## config.mk

```make
export PLATFORM = sky130hd
export DESIGN_NAME = wetting_current_cfg
export DESIGN_NICKNAME = d
export VERILOG_FILES = /design/src/wetting_current_cfg.v
export VERILOG_INCLUDE_DIRS = /design/src /design/src/src
export SDC_FILE = /design/constraint.sdc
export NUM_CORES = 1
export LEC_CHECK = 0
export ABC_AREA = 1
export BUFFER_PORTS_ARGS = -buffer_cell sky130_fd_sc_hd__buf_2
export CAP_MARGIN = 10
export CELL_PAD_IN_SITES_DETAIL_PLACEMENT = 1
export CELL_PAD_IN_SITES_GLOBAL_PLACEMENT = 1
export CORE_UTILIZATION = 40
export CTS_CLUSTER_SIZE = 25
export DETAILED_ROUTE_END_ITERATION = 10
export GPL_ROUTABILITY_DRIVEN = 0
export PLACE_DENSITY_LB_ADDON = 0.2
export SYNTH_ARGS = -nofsm -noshare
export SYNTH_HDL_FRONTEND = slang
export SYNTH_SLANG_ARGS = --single-unit
```

## constraint.sdc

```tcl
create_clock -name CLK_IN -period 1.6 [get_ports CLK_IN]
set_input_delay 0.16 -clock CLK_IN [delete_from_list [all_inputs] [get_ports CLK_IN]]
set_output_delay 0.16 -clock CLK_IN [all_outputs]
set_load 0.1 [all_outputs]
```

## src/wetting_current_map.vh

```
// Register offsets, field positions, reset values and current codes for the wetting-current block.
`ifndef WETTING_CURRENT_MAP_VH
`define WETTING_CURRENT_MAP_VH
`define WC_ADDR_W           6
`define WC_DATA_W           24
`define WC_CFG_LO_ADDR      6'h1D
`define WC_CFG_HI_ADDR      6'h1E
`define WC_CFG_RESET        24'h000000
`define WC_CFG_HI_WMASK     24'h7FFFFF
`define WC_CFG_LO_WMASK     24'hFFFFFF
`define WC_PAIR_0_1_LSB     0
`define WC_PAIR_2_3_LSB     3
`define WC_PAIR_20_21_LSB   12
`define WC_INPUT_22_LSB     15
`define WC_INPUT_23_LSB     18
`define WC_SOURCE_OFF_BIT   21
`define WC_SINK_OFF_BIT     22
`define WC_LEVEL_W          3
`define WC_LEVEL_NONE       3'h0
`define WC_LEVEL_1MA        3'h1
`define WC_LEVEL_2MA        3'h2
`define WC_LEVEL_5MA        3'h3
`define WC_LEVEL_10MA       3'h4
`define WC_LEVEL_15MA       3'h5
`endif

```

## src/wetting_current_cfg.v

```verilog
// Wetting-current configuration registers with per-input current level decode and auto-scaling.
`timescale 1ns/10ps
`include "wetting_current_map.vh"

// Overview of operation
// [RL1] The second configuration register sits at offset 0x1E and resets to all zeros.
// [RL2] Codes 0, 1, 2 and 3 select no current, 1mA, 2mA and 5mA respectively.
// [RL3] Code 4 selects 10mA and every code from 5 through 7 selects 15mA.
// [RL4] In the first register bits 5-3 hold the code for inputs 2 and 3 and bits 2-0 the code for inputs 0 and 1.
// [RL5] In the second register bits 20-18, 17-15 and 14-12 hold the codes for input 23, input 22 and inputs 20-21.
// [RL6] Bit 22 at zero lets sink inputs at 10mA or 15mA drop to 2mA on closure in continuous mode.
// [RL7] Bit 21 at zero lets source inputs at 10mA or 15mA drop to 2mA on closure in continuous mode.
// [RL8] Bits 23 and above of the second register read zero and ignore writes.
// [RL9] A direction bit for inputs 0 to 9 selects source at zero and sink at one.
// [RL10] Both inputs of a shared-code pair receive the same setting decoded from that one code.
module wetting_current_cfg (
  // Clock and reset.
  input  wire        CLK_IN,
  input  wire        SRST_IN,
  // Register access from the serial interface.
  input  wire        REG_WR_IN,
  input  wire [5:0]  REG_ADDR_IN,
  input  wire [23:0] REG_WDATA_IN,
  output reg  [23:0] REG_RDATA_OUT,
  // Operating state.
  input  wire        CONTINUOUS_MODE_IN,
  input  wire [9:0]  CURRENT_SINK_SEL_IN,
  input  wire [23:0] SWITCH_CLOSED_IN,
  // Effective level for inputs 0-3 and 20-23, three bits each, low input first.
  output reg  [23:0] WET_LEVEL_OUT
);

  reg  [23:0] wetting_current_cfg_lo;
  reg  [23:0] wetting_current_cfg_hi;
  reg  [9:0]  sink_sync1;
  reg  [9:0]  sink_sync2;
  reg  [9:0]  sink_sync3;
  reg  [9:0]  current_sink;
  reg  [23:0] next_level;
  reg  [2:0]  level_in0;
  reg  [2:0]  level_in1;
  reg  [2:0]  level_in2;
  reg  [2:0]  level_in3;
  reg  [2:0]  level_in20;
  reg  [2:0]  level_in21;
  reg  [2:0]  level_in22;
  reg  [2:0]  level_in23;
  wire [2:0]  wet_code_pair_0_1;
  wire [2:0]  wet_code_pair_2_3;
  wire [2:0]  wet_code_pair_20_21;
  wire [2:0]  wet_code_input_22;
  wire [2:0]  wet_code_input_23;
  wire        sink_downscale_off;
  wire        source_downscale_off;
  integer     i;

  // Maps a raw field code onto the six distinct current levels.
  function [2:0] decode_level;
    input [2:0] code;
    begin
      case (code)
        3'h0: decode_level = `WC_LEVEL_NONE;   // [RL2]
        3'h1: decode_level = `WC_LEVEL_1MA;    // [RL2]
        3'h2: decode_level = `WC_LEVEL_2MA;    // [RL2]
        3'h3: decode_level = `WC_LEVEL_5MA;    // [RL2]
        3'h4: decode_level = `WC_LEVEL_10MA;   // [RL3]
        default: decode_level = `WC_LEVEL_15MA; // [RL3]
      endcase
    end
  endfunction

  // Applies the closure downscale when the matching disable bit is clear.
  function [2:0] scale_level;
    input [2:0] level;
    input       closed;
    input       off;
    input       cont;
    begin
      if (cont && closed && !off && (level == `WC_LEVEL_10MA || level == `WC_LEVEL_15MA)) begin
        scale_level = `WC_LEVEL_2MA;
      end else begin
        scale_level = level;
      end
    end
  endfunction

  // Compares the bus offset with one register offset; shared by the write and read paths.
  function addr_hit;
    input [5:0] addr;
    input [5:0] target;
    begin
      addr_hit = (addr == target);
    end
  endfunction

  // Chooses which disable bit governs an input from its filtered direction.
  function pick_off;
    input sink;
    input sink_off;
    input source_off;
    begin
      if (sink) begin
        pick_off = sink_off;
      end else begin
        pick_off = source_off;
      end
    end
  endfunction

  // Field extraction from the stored register images.
  assign wet_code_pair_0_1    = wetting_current_cfg_lo[`WC_PAIR_0_1_LSB +: `WC_LEVEL_W];   // [RL4]
  assign wet_code_pair_2_3    = wetting_current_cfg_lo[`WC_PAIR_2_3_LSB +: `WC_LEVEL_W];   // [RL4]
  assign wet_code_pair_20_21  = wetting_current_cfg_hi[`WC_PAIR_20_21_LSB +: `WC_LEVEL_W]; // [RL5]
  assign wet_code_input_22    = wetting_current_cfg_hi[`WC_INPUT_22_LSB +: `WC_LEVEL_W];   // [RL5]
  assign wet_code_input_23    = wetting_current_cfg_hi[`WC_INPUT_23_LSB +: `WC_LEVEL_W];   // [RL5]
  assign sink_downscale_off   = wetting_current_cfg_hi[`WC_SINK_OFF_BIT];                 // [RL6]
  assign source_downscale_off = wetting_current_cfg_hi[`WC_SOURCE_OFF_BIT];               // [RL7]

  // Register writes; reserved bits are masked so they can never be set.
  always @(posedge CLK_IN) begin
    if (SRST_IN) begin
      wetting_current_cfg_lo <= `WC_CFG_RESET;
      wetting_current_cfg_hi <= `WC_CFG_RESET; // [RL1]
    end else if (REG_WR_IN) begin
      if (addr_hit(REG_ADDR_IN, `WC_CFG_LO_ADDR)) begin
        wetting_current_cfg_lo <= REG_WDATA_IN & `WC_CFG_LO_WMASK; // [RL4]
      end
      if (addr_hit(REG_ADDR_IN, `WC_CFG_HI_ADDR)) begin
        wetting_current_cfg_hi <= REG_WDATA_IN & `WC_CFG_HI_WMASK; // [RL1] [RL5] [RL8]
      end
    end
  end

  // Read data is registered; unmapped offsets read zero.
  always @(posedge CLK_IN) begin
    if (SRST_IN) begin
      REG_RDATA_OUT <= 24'h000000;
    end else if (addr_hit(REG_ADDR_IN, `WC_CFG_LO_ADDR)) begin
      REG_RDATA_OUT <= wetting_current_cfg_lo;
    end else if (addr_hit(REG_ADDR_IN, `WC_CFG_HI_ADDR)) begin
      REG_RDATA_OUT <= wetting_current_cfg_hi & `WC_CFG_HI_WMASK; // [RL8]
    end else begin
      REG_RDATA_OUT <= 24'h000000;
    end
  end

  // The direction selects come from another register block, possibly another clock, so they are filtered.
  always @(posedge CLK_IN) begin
    if (SRST_IN) begin
      sink_sync1   <= 10'h000;
      sink_sync2   <= 10'h000;
      sink_sync3   <= 10'h000;
      current_sink <= 10'h000;
    end else begin
      sink_sync1 <= CURRENT_SINK_SEL_IN;
      sink_sync2 <= sink_sync1;
      sink_sync3 <= sink_sync2;
      for (i = 0; i < 10; i = i + 1) begin
        if (sink_sync2[i] == sink_sync3[i]) begin
          current_sink[i] <= sink_sync3[i]; // [RL9]
        end
      end
    end
  end

  // Inputs 20-23 have no direction select and are treated as sources.
  always @* begin
    level_in0 = scale_level(
      decode_level(wet_code_pair_0_1),                                     // [RL4] [RL10]
      SWITCH_CLOSED_IN[0],
      pick_off(current_sink[0], sink_downscale_off, source_downscale_off), // [RL6] [RL7] [RL9]
      CONTINUOUS_MODE_IN);

    level_in1 = scale_level(
      decode_level(wet_code_pair_0_1),                                     // [RL4] [RL10]
      SWITCH_CLOSED_IN[1],
      pick_off(current_sink[1], sink_downscale_off, source_downscale_off), // [RL6] [RL7] [RL9]
      CONTINUOUS_MODE_IN);

    level_in2 = scale_level(
      decode_level(wet_code_pair_2_3),                                     // [RL4] [RL10]
      SWITCH_CLOSED_IN[2],
      pick_off(current_sink[2], sink_downscale_off, source_downscale_off), // [RL6] [RL7] [RL9]
      CONTINUOUS_MODE_IN);

    level_in3 = scale_level(
      decode_level(wet_code_pair_2_3),                                     // [RL4] [RL10]
      SWITCH_CLOSED_IN[3],
      pick_off(current_sink[3], sink_downscale_off, source_downscale_off), // [RL6] [RL7] [RL9]
      CONTINUOUS_MODE_IN);

    level_in20 = scale_level(
      decode_level(wet_code_pair_20_21),                                   // [RL5] [RL10]
      SWITCH_CLOSED_IN[20],
      pick_off(1'b0, sink_downscale_off, source_downscale_off),            // [RL7]
      CONTINUOUS_MODE_IN);

    level_in21 = scale_level(
      decode_level(wet_code_pair_20_21),                                   // [RL5] [RL10]
      SWITCH_CLOSED_IN[21],
      pick_off(1'b0, sink_downscale_off, source_downscale_off),            // [RL7]
      CONTINUOUS_MODE_IN);

    level_in22 = scale_level(
      decode_level(wet_code_input_22),                                     // [RL5]
      SWITCH_CLOSED_IN[22],
      pick_off(1'b0, sink_downscale_off, source_downscale_off),            // [RL7]
      CONTINUOUS_MODE_IN);

    level_in23 = scale_level(
      decode_level(wet_code_input_23),                                     // [RL5]
      SWITCH_CLOSED_IN[23],
      pick_off(1'b0, sink_downscale_off, source_downscale_off),            // [RL7]
      CONTINUOUS_MODE_IN);

    next_level = {level_in23, level_in22, level_in21, level_in20,
                  level_in3, level_in2, level_in1, level_in0};
  end

  always @(posedge CLK_IN) begin
    if (SRST_IN) begin
      WET_LEVEL_OUT <= 24'h000000;
    end else begin
      WET_LEVEL_OUT <= next_level;
    end
  end

endmodule

```

[Word level (Yosys, flattened, before mapping)]
Cells that the tools add are included.
Operators by class
  equality and inequality tests: 36
  muxes and demuxes: 19
  reductions and logical operators: 49
Operators by type and width (count)
  $pmux 3 s5: 5
  $eq 3x3->1 const B: 15
  $eq 3x2->1 const B: 10
  $logic_and 1x1->1: 24
  $mux 24: 1
  $mux 23: 1
  $mux 2: 8
  $reduce_or 2->1: 8
  $eq 3x1->1 const B: 5
  $logic_not 3->1: 5
  $eq 6x5->1 const B: 2
  $logic_not 1->1: 5
  $logic_or 1x1->1: 5
  $eq 1x1->1: 4
  $mux 1: 4
  $reduce_and 2->1: 2
Word-level totals
  register bits after elaboration: 111
  input bits: 68
  output and inout port bits: 48
  logic and storage cells: 123

[Depth between registers and ports, before layout]
Gate-level depths: netlist (run 1).
  word-level depth: 6
  depth in mapped cells: 8
  mapped depth without buffers: 7

[Least setup slack after synthesis (run 1)]
No wires, ideal clock.
  kind: reg2out
  from: reg REG_RDATA_OUT[0]
  to: out REG_RDATA_OUT[0]
  arrival time: 0.909 ns
  required time: 1.440 ns
  path slack: 0.531 ns
  stages on the path, launching flop included: 1
  path buffers: 0
  cell sequence: dfxtp_1
RTL lines
  start, declared: RTL line wetting_current_cfg.v:24  | output reg [23:0] REG_RDATA_OUT,
  start signal, assigned: RTL line wetting_current_cfg.v:139  | REG_RDATA_OUT <= wetting_current_cfg_lo;
  start signal, assigned: RTL line wetting_current_cfg.v:141  | REG_RDATA_OUT <= wetting_current_cfg_hi & `WC_CFG_HI_WMASK;
No word-level cell between the ends.

[Worst setup path in the final report (run 1)]
  from: reg REG_RDATA_OUT[21]
  to: out REG_RDATA_OUT[21]
No word-level cell between the ends.

==> results of run 1 <==
==> final timing paths <==
kind	start	to	slack [ps]	cells past startpoint
max	REG_RDATA_OUT[21]$_SDFF_PP0_	REG_RDATA_OUT[21]	310	1
min	CURRENT_SINK_SEL_IN[3]	sink_sync1[3]$_SDFF_PP0_	10	3
max reg2reg	wetting_current_cfg_hi[21]$_SDFFE_PP0P_	WET_LEVEL_OUT[10]$_SDFF_PP0_	480	5
min reg2reg	sink_sync1[0]$_SDFF_PP0_	sink_sync2[0]$_SDFF_PP0_	410	2
==> sequential cells by signal, indices dropped and copies added (netlist names) <==
name,count
current_sink,4
REG_RDATA_OUT,24
wetting_current_cfg_lo,24
WET_LEVEL_OUT,24
sink_sync3,4
sink_sync1,4
wetting_current_cfg_hi,23
sink_sync2,4
==> routing by layer <==
| metal | up-vias | GRT usage [%] |
|---|---|---|
| li1 | 2143 | - |
| met1 | 2044 | 24.26 |
| met2 | 84 | 39.09 |
| met3 | 12 | 5.049 |
| met4 | 0 | 6.311 |
| met5 | - | 0 |
==> worst min-delay path, cell delays in order <==
cell    delay [ps]
buf_2           80
inv_1           30
nor2_1          60
==> cell families after synthesis <==
logic type,after synthesis
AO/OA/AOI/OAI,48
buffers and inverters,184
flip-flops,111
AND/OR/NAND/NOR,305
==> layout make-up <==
cell class / count / area (um^2)
fillers: 1483 / 5789
clock buffers: 10 / 239.0
inverters: 143 / 536.8
well taps: 143 / 178.9
repair buffers: 109 / 665.6
multi-input cells: 353 / 1712
flip-flops and latches: 111 / 2222
clock inverters: 6 / 75.07
==> stage by stage <==
stage | setup slack [ps] | util (%) | std cells
after CTS | 291.9 | 49.30 | 875
after detailed placement | 134.1 | 46.37 | 857
final | 311.3 | 49.30 | 875
after global placement | 223.8 | 46.37 | 857
after global routing | 262.1 | 49.30 | 875
after floorplan | 531.0 | - | 648
==> synthesized netlist by cell type, drive strengths merged <==
| master | number |
|---|---|
| nor3 | 4 |
| inv | 143 |
| nor2 | 82 |
| dfxtp | 111 |
| o21ai | 10 |
| nand2 | 109 |
| a21oi | 38 |
| nand3 | 63 |
| clkbuf | 8 |
| buf | 33 |
| nand4 | 47 |
==> power groups by stage <==
stage          combinational, mW  clock (mW)  sequential [mW]
2_1_floorplan              0.216           0             2.88
3_3_place_gp               0.362           0             2.86
3_5_place_dp               0.370           0             2.86
4_1_cts                    0.376        2.42             2.80
5_1_grt                    0.413        2.53             2.80
6_report                   0.373        2.35             2.80
==> impl_metrics.toml, run 1 <==
[outcome]
outcome = "finished clean"

[synthesis]
ys_ff_latch = 111
synth.area.mux_share_pct = 0
syn_area_mm2 = 0.004701
ys_warn_count = 0
synthXorXnorAreaFrac_pct = 0
synth_compound_area_share_pct = 5.909
synth_cell_types = 20
avgSynthCellArea_um2 = 7.254
synthCells = 648
synth_top_family_by_area = "simple AND/OR/NAND/NOR gates"
synth.top_cell.area_share_pct = 47.27
synth_nets = 716
synthSimpleGateAreaFrac_pct = 30.40
synth_fa_ha_area_share_pct = 0
synth_area_leaders = "dfxtp_1, inv_1, nand2_1"
yosys.area.top_type = "dfxtp_1"
ys_seq_area_share_pct = 47.27

[power_and_ir_drop]
irDropWorstVdd_mv = 1.181
cellLeakagePower_nw = 2.679
p_switching_mw = 1.333
seqPwrFrac_pct = 50.7
p_clk_share_pct = 42.5
p_total_mw = 5.518
power.density_mw_per_mm2 = 980.3
switching_share_pct = 24.16
pwr-share-comb_pct = 6.8
intPower_mw = 4.185

[timing]
fmax_ghz = 0.7760
rsz0062_at_grt = "no"
worstMarginPinSlew_ps = 493.6
finClkSkew_ps = 4.795
fin_setup_tns_ps = 0
setup_viol = 0
finalCriticalPeriod_ps = 1289
hold_viol_final = 0
slew_viol_final = 0
whs_ps = 11.75
slew_headroom_pct = 67.32
period_share_pct = 80.55

[route]
topRoutingLayerUsed = "met4"
wl_met2_mm = 6.495
wl_met3_um = 469
drcViolationCount = 0
antenna_left = 0
dr_total_vias = 4283
wire_per_inst_um = 14.14
drtPass1Iterations = 4
drt-total-wl_mm = 12.38
met1_length_mm = 5.283
via_per_inst = 4.895
drt-initial-drc-count = 172

[place]
place_area_mm2 = 0.005295
dp_hpwl_mm = 8.140
port_buffers = 93

[floorplanning]
die-area_mm2 = 0.01219
die_height_um = 110.4
row_count = 39
die_w_um = 110.4
io-pin-count = 116
core_mm2 = 0.01142
start_util_pct = 41.17

[clock_tree]
clk_latency_ps = 350
cts_tree = "built"
cts_sinks = 111
post-cts-setup-buffer-count = 0
cts_hold_buf = 2
htree_levels = 3
clk_pin_slew_ps = 70
clockRootBuffer = "clkbuf_16"
cts_buffers = 9
ctsResizeCount = 0
max-clock-path-buffers = 2

[critical_path]
crit_path_top_delay_cell = "buf_2"
end_kind = "output pin"
path_class = "reg -> out"
cpLargestDelayFamily = "buffers and inverters"
cp_slowest_stage_delay_ps = 430
crit_chain = "buf_2"
cp-start-kind = "flop"
worstPathArrival_ps = 1130
cp_data_required_time_ps = 1440
cp_max_fo = 1
worst-path-buf-inv = 1

[cells_and_area]
num_antenna_cells = 0
final_common_cell = "inv_1"
final_cell_mix = "inv_1, dfxtp_1, nand2_1, buf_2, nor2_1"
nets = 795
finalInstanceArea_mm2 = 0.005629
area_growth_pct = 19.75
drive_gt1_share_pct = 20.90

[global_routing]
grt_first_pass_wirelength_mm = 20.75
grt_pass1_vias = 4377
grt_overflow = 0
grt_use_total_pct = 21.29
antenna_found_initial = 0
grt_max_degree = 60

[worst_hold_path]
hp-class = "in -> reg"

[run]
drv_cap = 0
Note: power is estimated with default switching activity, not from simulation.
==> run 2, diff against run 1 <==
ABC_AREA = 0   (was 1)
CORE_UTILIZATION = 39   (was 40)
clock period = 1.27 ns   (was 1.6 ns; I/O delays follow)
==> run 2 against run 1 <==
Compared with the run above:
- routed wire length is 13% lower
- first-iteration DRC count is 58% lower
- die area is 6.7% lower
- via count is 18% lower
- global-route usage is 1.3 points lower
- utilization is 1.7 points higher
- sequential share of layout area is 2.1 points higher
- cell count is 23% lower
- critical endpoint is now WET_LEVEL_OUT[22]
- highest routed layer unchanged
==> impl_metrics.toml, run 2 <==
[clock_tree]
max-clock-path-buffers = 2
clockRootBuffer = "clkbuf_8"
post-cts-setup-buffer-count = 0
cts_sinks = 111
cts_tree = "built"
htree_levels = 3
clk_pin_slew_ps = 100
clk_latency_ps = 370
cts_buffers = 9

[floorplanning]
io-pin-count = 116
start_util_pct = 40.84
core_mm2 = 0.01046
row_count = 37
die_w_um = 106.7
die_height_um = 106.7
die-area_mm2 = 0.01138

[power_and_ir_drop]
power.density_mw_per_mm2 = 1126
pwr-share-comb_pct = 6.8
switching_share_pct = 22.77
seqPwrFrac_pct = 58.4
irDropWorstVdd_mv = 0.5678
p_switching_mw = 1.369
intPower_mw = 4.643
cellLeakagePower_nw = 2.085
p_clk_share_pct = 34.8

[worst_hold_path]
min_from = "REG_WDATA_IN[6]"
hp-class = "in -> reg"

[synthesis]
synthCells = 439
ys_async_sr_fraction_pct = 0
ys_seq_area_share_pct = 52.01
synth_common_cells = "dfxtp_1, nand2b_1, o21ai_0"
ys_warn_count = 0
ys_ff_latch = 111
yosys.area.top_type = "dfxtp_1"
synth.top_cell.area_share_pct = 52.01
synth_area_leaders = "dfxtp_1, nand2b_1, mux2i_1"
synth_ff_type = "dfxtp_1"
avgSynthCellArea_um2 = 9.733
post-synth-top-count-cell = "dfxtp_1"
synth_nets = 507
synth_cell_types = 25
synth_edf_count = 0
syn_area_mm2 = 0.004273

[timing]
period_share_pct = 96.88
slew_viol_final = 0
whs_ps = 30.03
slew_headroom_pct = 67.58
finClkSkew_ps = 10.37
hold_viol_final = 0
rsz0062_at_grt = "no"
worstMarginPinSlew_ps = 489.7
fin_setup_tns_ps = 0
finalCriticalPeriod_ps = 1230
fmax_ghz = 0.8127
setup_viol = 0

[critical_path]
cp_max_fo = 1
worstPathArrival_ps = 1100
reg2reg_from = "wetting_current_cfg_hi[21]$_SDFFE_PP0P_"
regToRegSetupSlack_ps = 110
cpLargestDelayFamily = "buffers and inverters"
cp_data_required_time_ps = 1140
cp_slowest_stage_delay_ps = 420
end_kind = "output pin"
path_class = "reg -> out"
crit_chain = "buf_2"
worst-path-buf-inv = 1
crit_path_start = "WET_LEVEL_OUT[22]$_SDFF_PP0_"
crit_path_top_delay_cell = "buf_2"
cp-start-kind = "flop"

[cells_and_area]
final_cell_mix = "dfxtp_1, buf_2, nand2b_1, o21ai_0, nor2b_1"
final_common_cell = "dfxtp_1"
drive_gt1_share_pct = 24.26
num_antenna_cells = 0
area_growth_pct = 24.95
nets = 604
largestRegisters = "REG_RDATA_OUT x24, WET_LEVEL_OUT x24, wetting_current_cfg_lo x24"

[global_routing]
grt_pass1_vias = 3584
grt_use_total_pct = 20.01
grt_overflow = 0
grt_first_pass_wirelength_mm = 17.75
grt_max_degree = 45
antenna_found_initial = 0

[route]
drcViolationCount = 0
drt-total-wl_mm = 10.75
drt-initial-drc-count = 72
wire_per_inst_um = 15.89
via_per_inst = 5.188
drtPass1Iterations = 4
dr_total_vias = 3507
antenna_left = 0

[outcome]
outcome = "finished clean"

[run]
drv_cap = 0

[place]
dp_hpwl_mm = 7.423
port_buffers = 93
==> run 2: changes by cell type in the layout (fill, tap and decap cells not counted), moves of 23 or more <==
| cell | before | now |
|---|---|---|
| clkbuf_4 | 0 | 28 |
| nand2b_1 | 0 | 56 |
| a211oi_1 | 0 | 23 |
| nand3_1 | 50 | 27 |
| nand3b_1 | 0 | 24 |
| nor2_1 | 79 | 5 |
| o21ai_0 | 8 | 44 |
| inv_1 | 139 | 1 |
| buf_2 | 93 | 60 |
| nor2b_1 | 0 | 33 |
| mux2i_1 | 0 | 31 |
| nand2_1 | 109 | 5 |
| nand4_1 | 47 | 4 |
==> run 2: final timing paths <==
kind,end,cells past startpoint
worst max register to register,WET_LEVEL_OUT[6]$_SDFF_PP0_,3
worst max-delay path,WET_LEVEL_OUT[22],1
worst min-delay path,wetting_current_cfg_lo[6]$_SDFFE_PP0P_,3
worst min register to register,sink_sync2[0]$_SDFF_PP0_,1
==> run 2: cell families after synthesis <==
| kind of cell | count (synthesis) | synth area share, % |
|---|---|---|
| flip-flops | 111 | 52.01 |
| AND/OR/NAND/NOR | 167 | 24.28 |
| AO/OA/AOI/OAI | 92 | 12.47 |
| buffers and inverters | 38 | 3.982 |
| multiplexers | 31 | 7.262 |
==> run 2: layer usage <==
metal	track usage [%]	vias to the layer above	wire length, um
li1	-	1726	-
met1	25.96	1688	5086
met2	33.27	80	5051
met3	2.857	13	418
met4	8.317	0	188
met5	0	-	0
==> run 2: final cells by class <==
cell class	count	area, um^2
inverter	1	3.754
fill	1204	5124
multi-input combinational	290	1886
clock buffer	12	145.1
timing repair buffer	123	868.3
tap	136	170.2
sequential	111	2222
clock inverter	3	43.79
==> run 2: per-stage QoR <==
| step | utilization, % | std cells | total power, mW | setup slack [ps] | cell area, um^2 |
|---|---|---|---|---|---|
| 5_1_grt | 51.03 | 676 | 6.238 | 0.1040 | 5339 |
| 3_5_place_dp | 47.69 | 653 | 3.983 | -4.158 | 4990 |
| 4_1_cts | 50.36 | 676 | 6.089 | 0.007994 | 5269 |
| 6_report | 51.03 | 676 | 6.013 | 39.60 | 5339 |
| 2_1_floorplan | - | 439 | 3.793 | -10.62 | 4273 |
| 3_3_place_gp | 47.69 | 653 | 3.975 | 47.61 | 4990 |
==> run 2: repair_timing <==
action                                  4_1_cts  5_1_grt
gates resized for setup                       4       28
endpoints found under the setup margin        4       28
hold endpoints to repair                     12        0
hold buffers                                  8        0
cloned                                        0        0
==> run 2: power groups by stage <==
stage                     logic [mW]  registers, mW  clock network, mW
after floorplan                0.189           3.60                  0
after global placement         0.383           3.59                  0
after detailed placement       0.389           3.59                  0
after CTS                      0.410           3.51               2.17
after global routing           0.444           3.52               2.28
final                          0.406           3.51               2.09
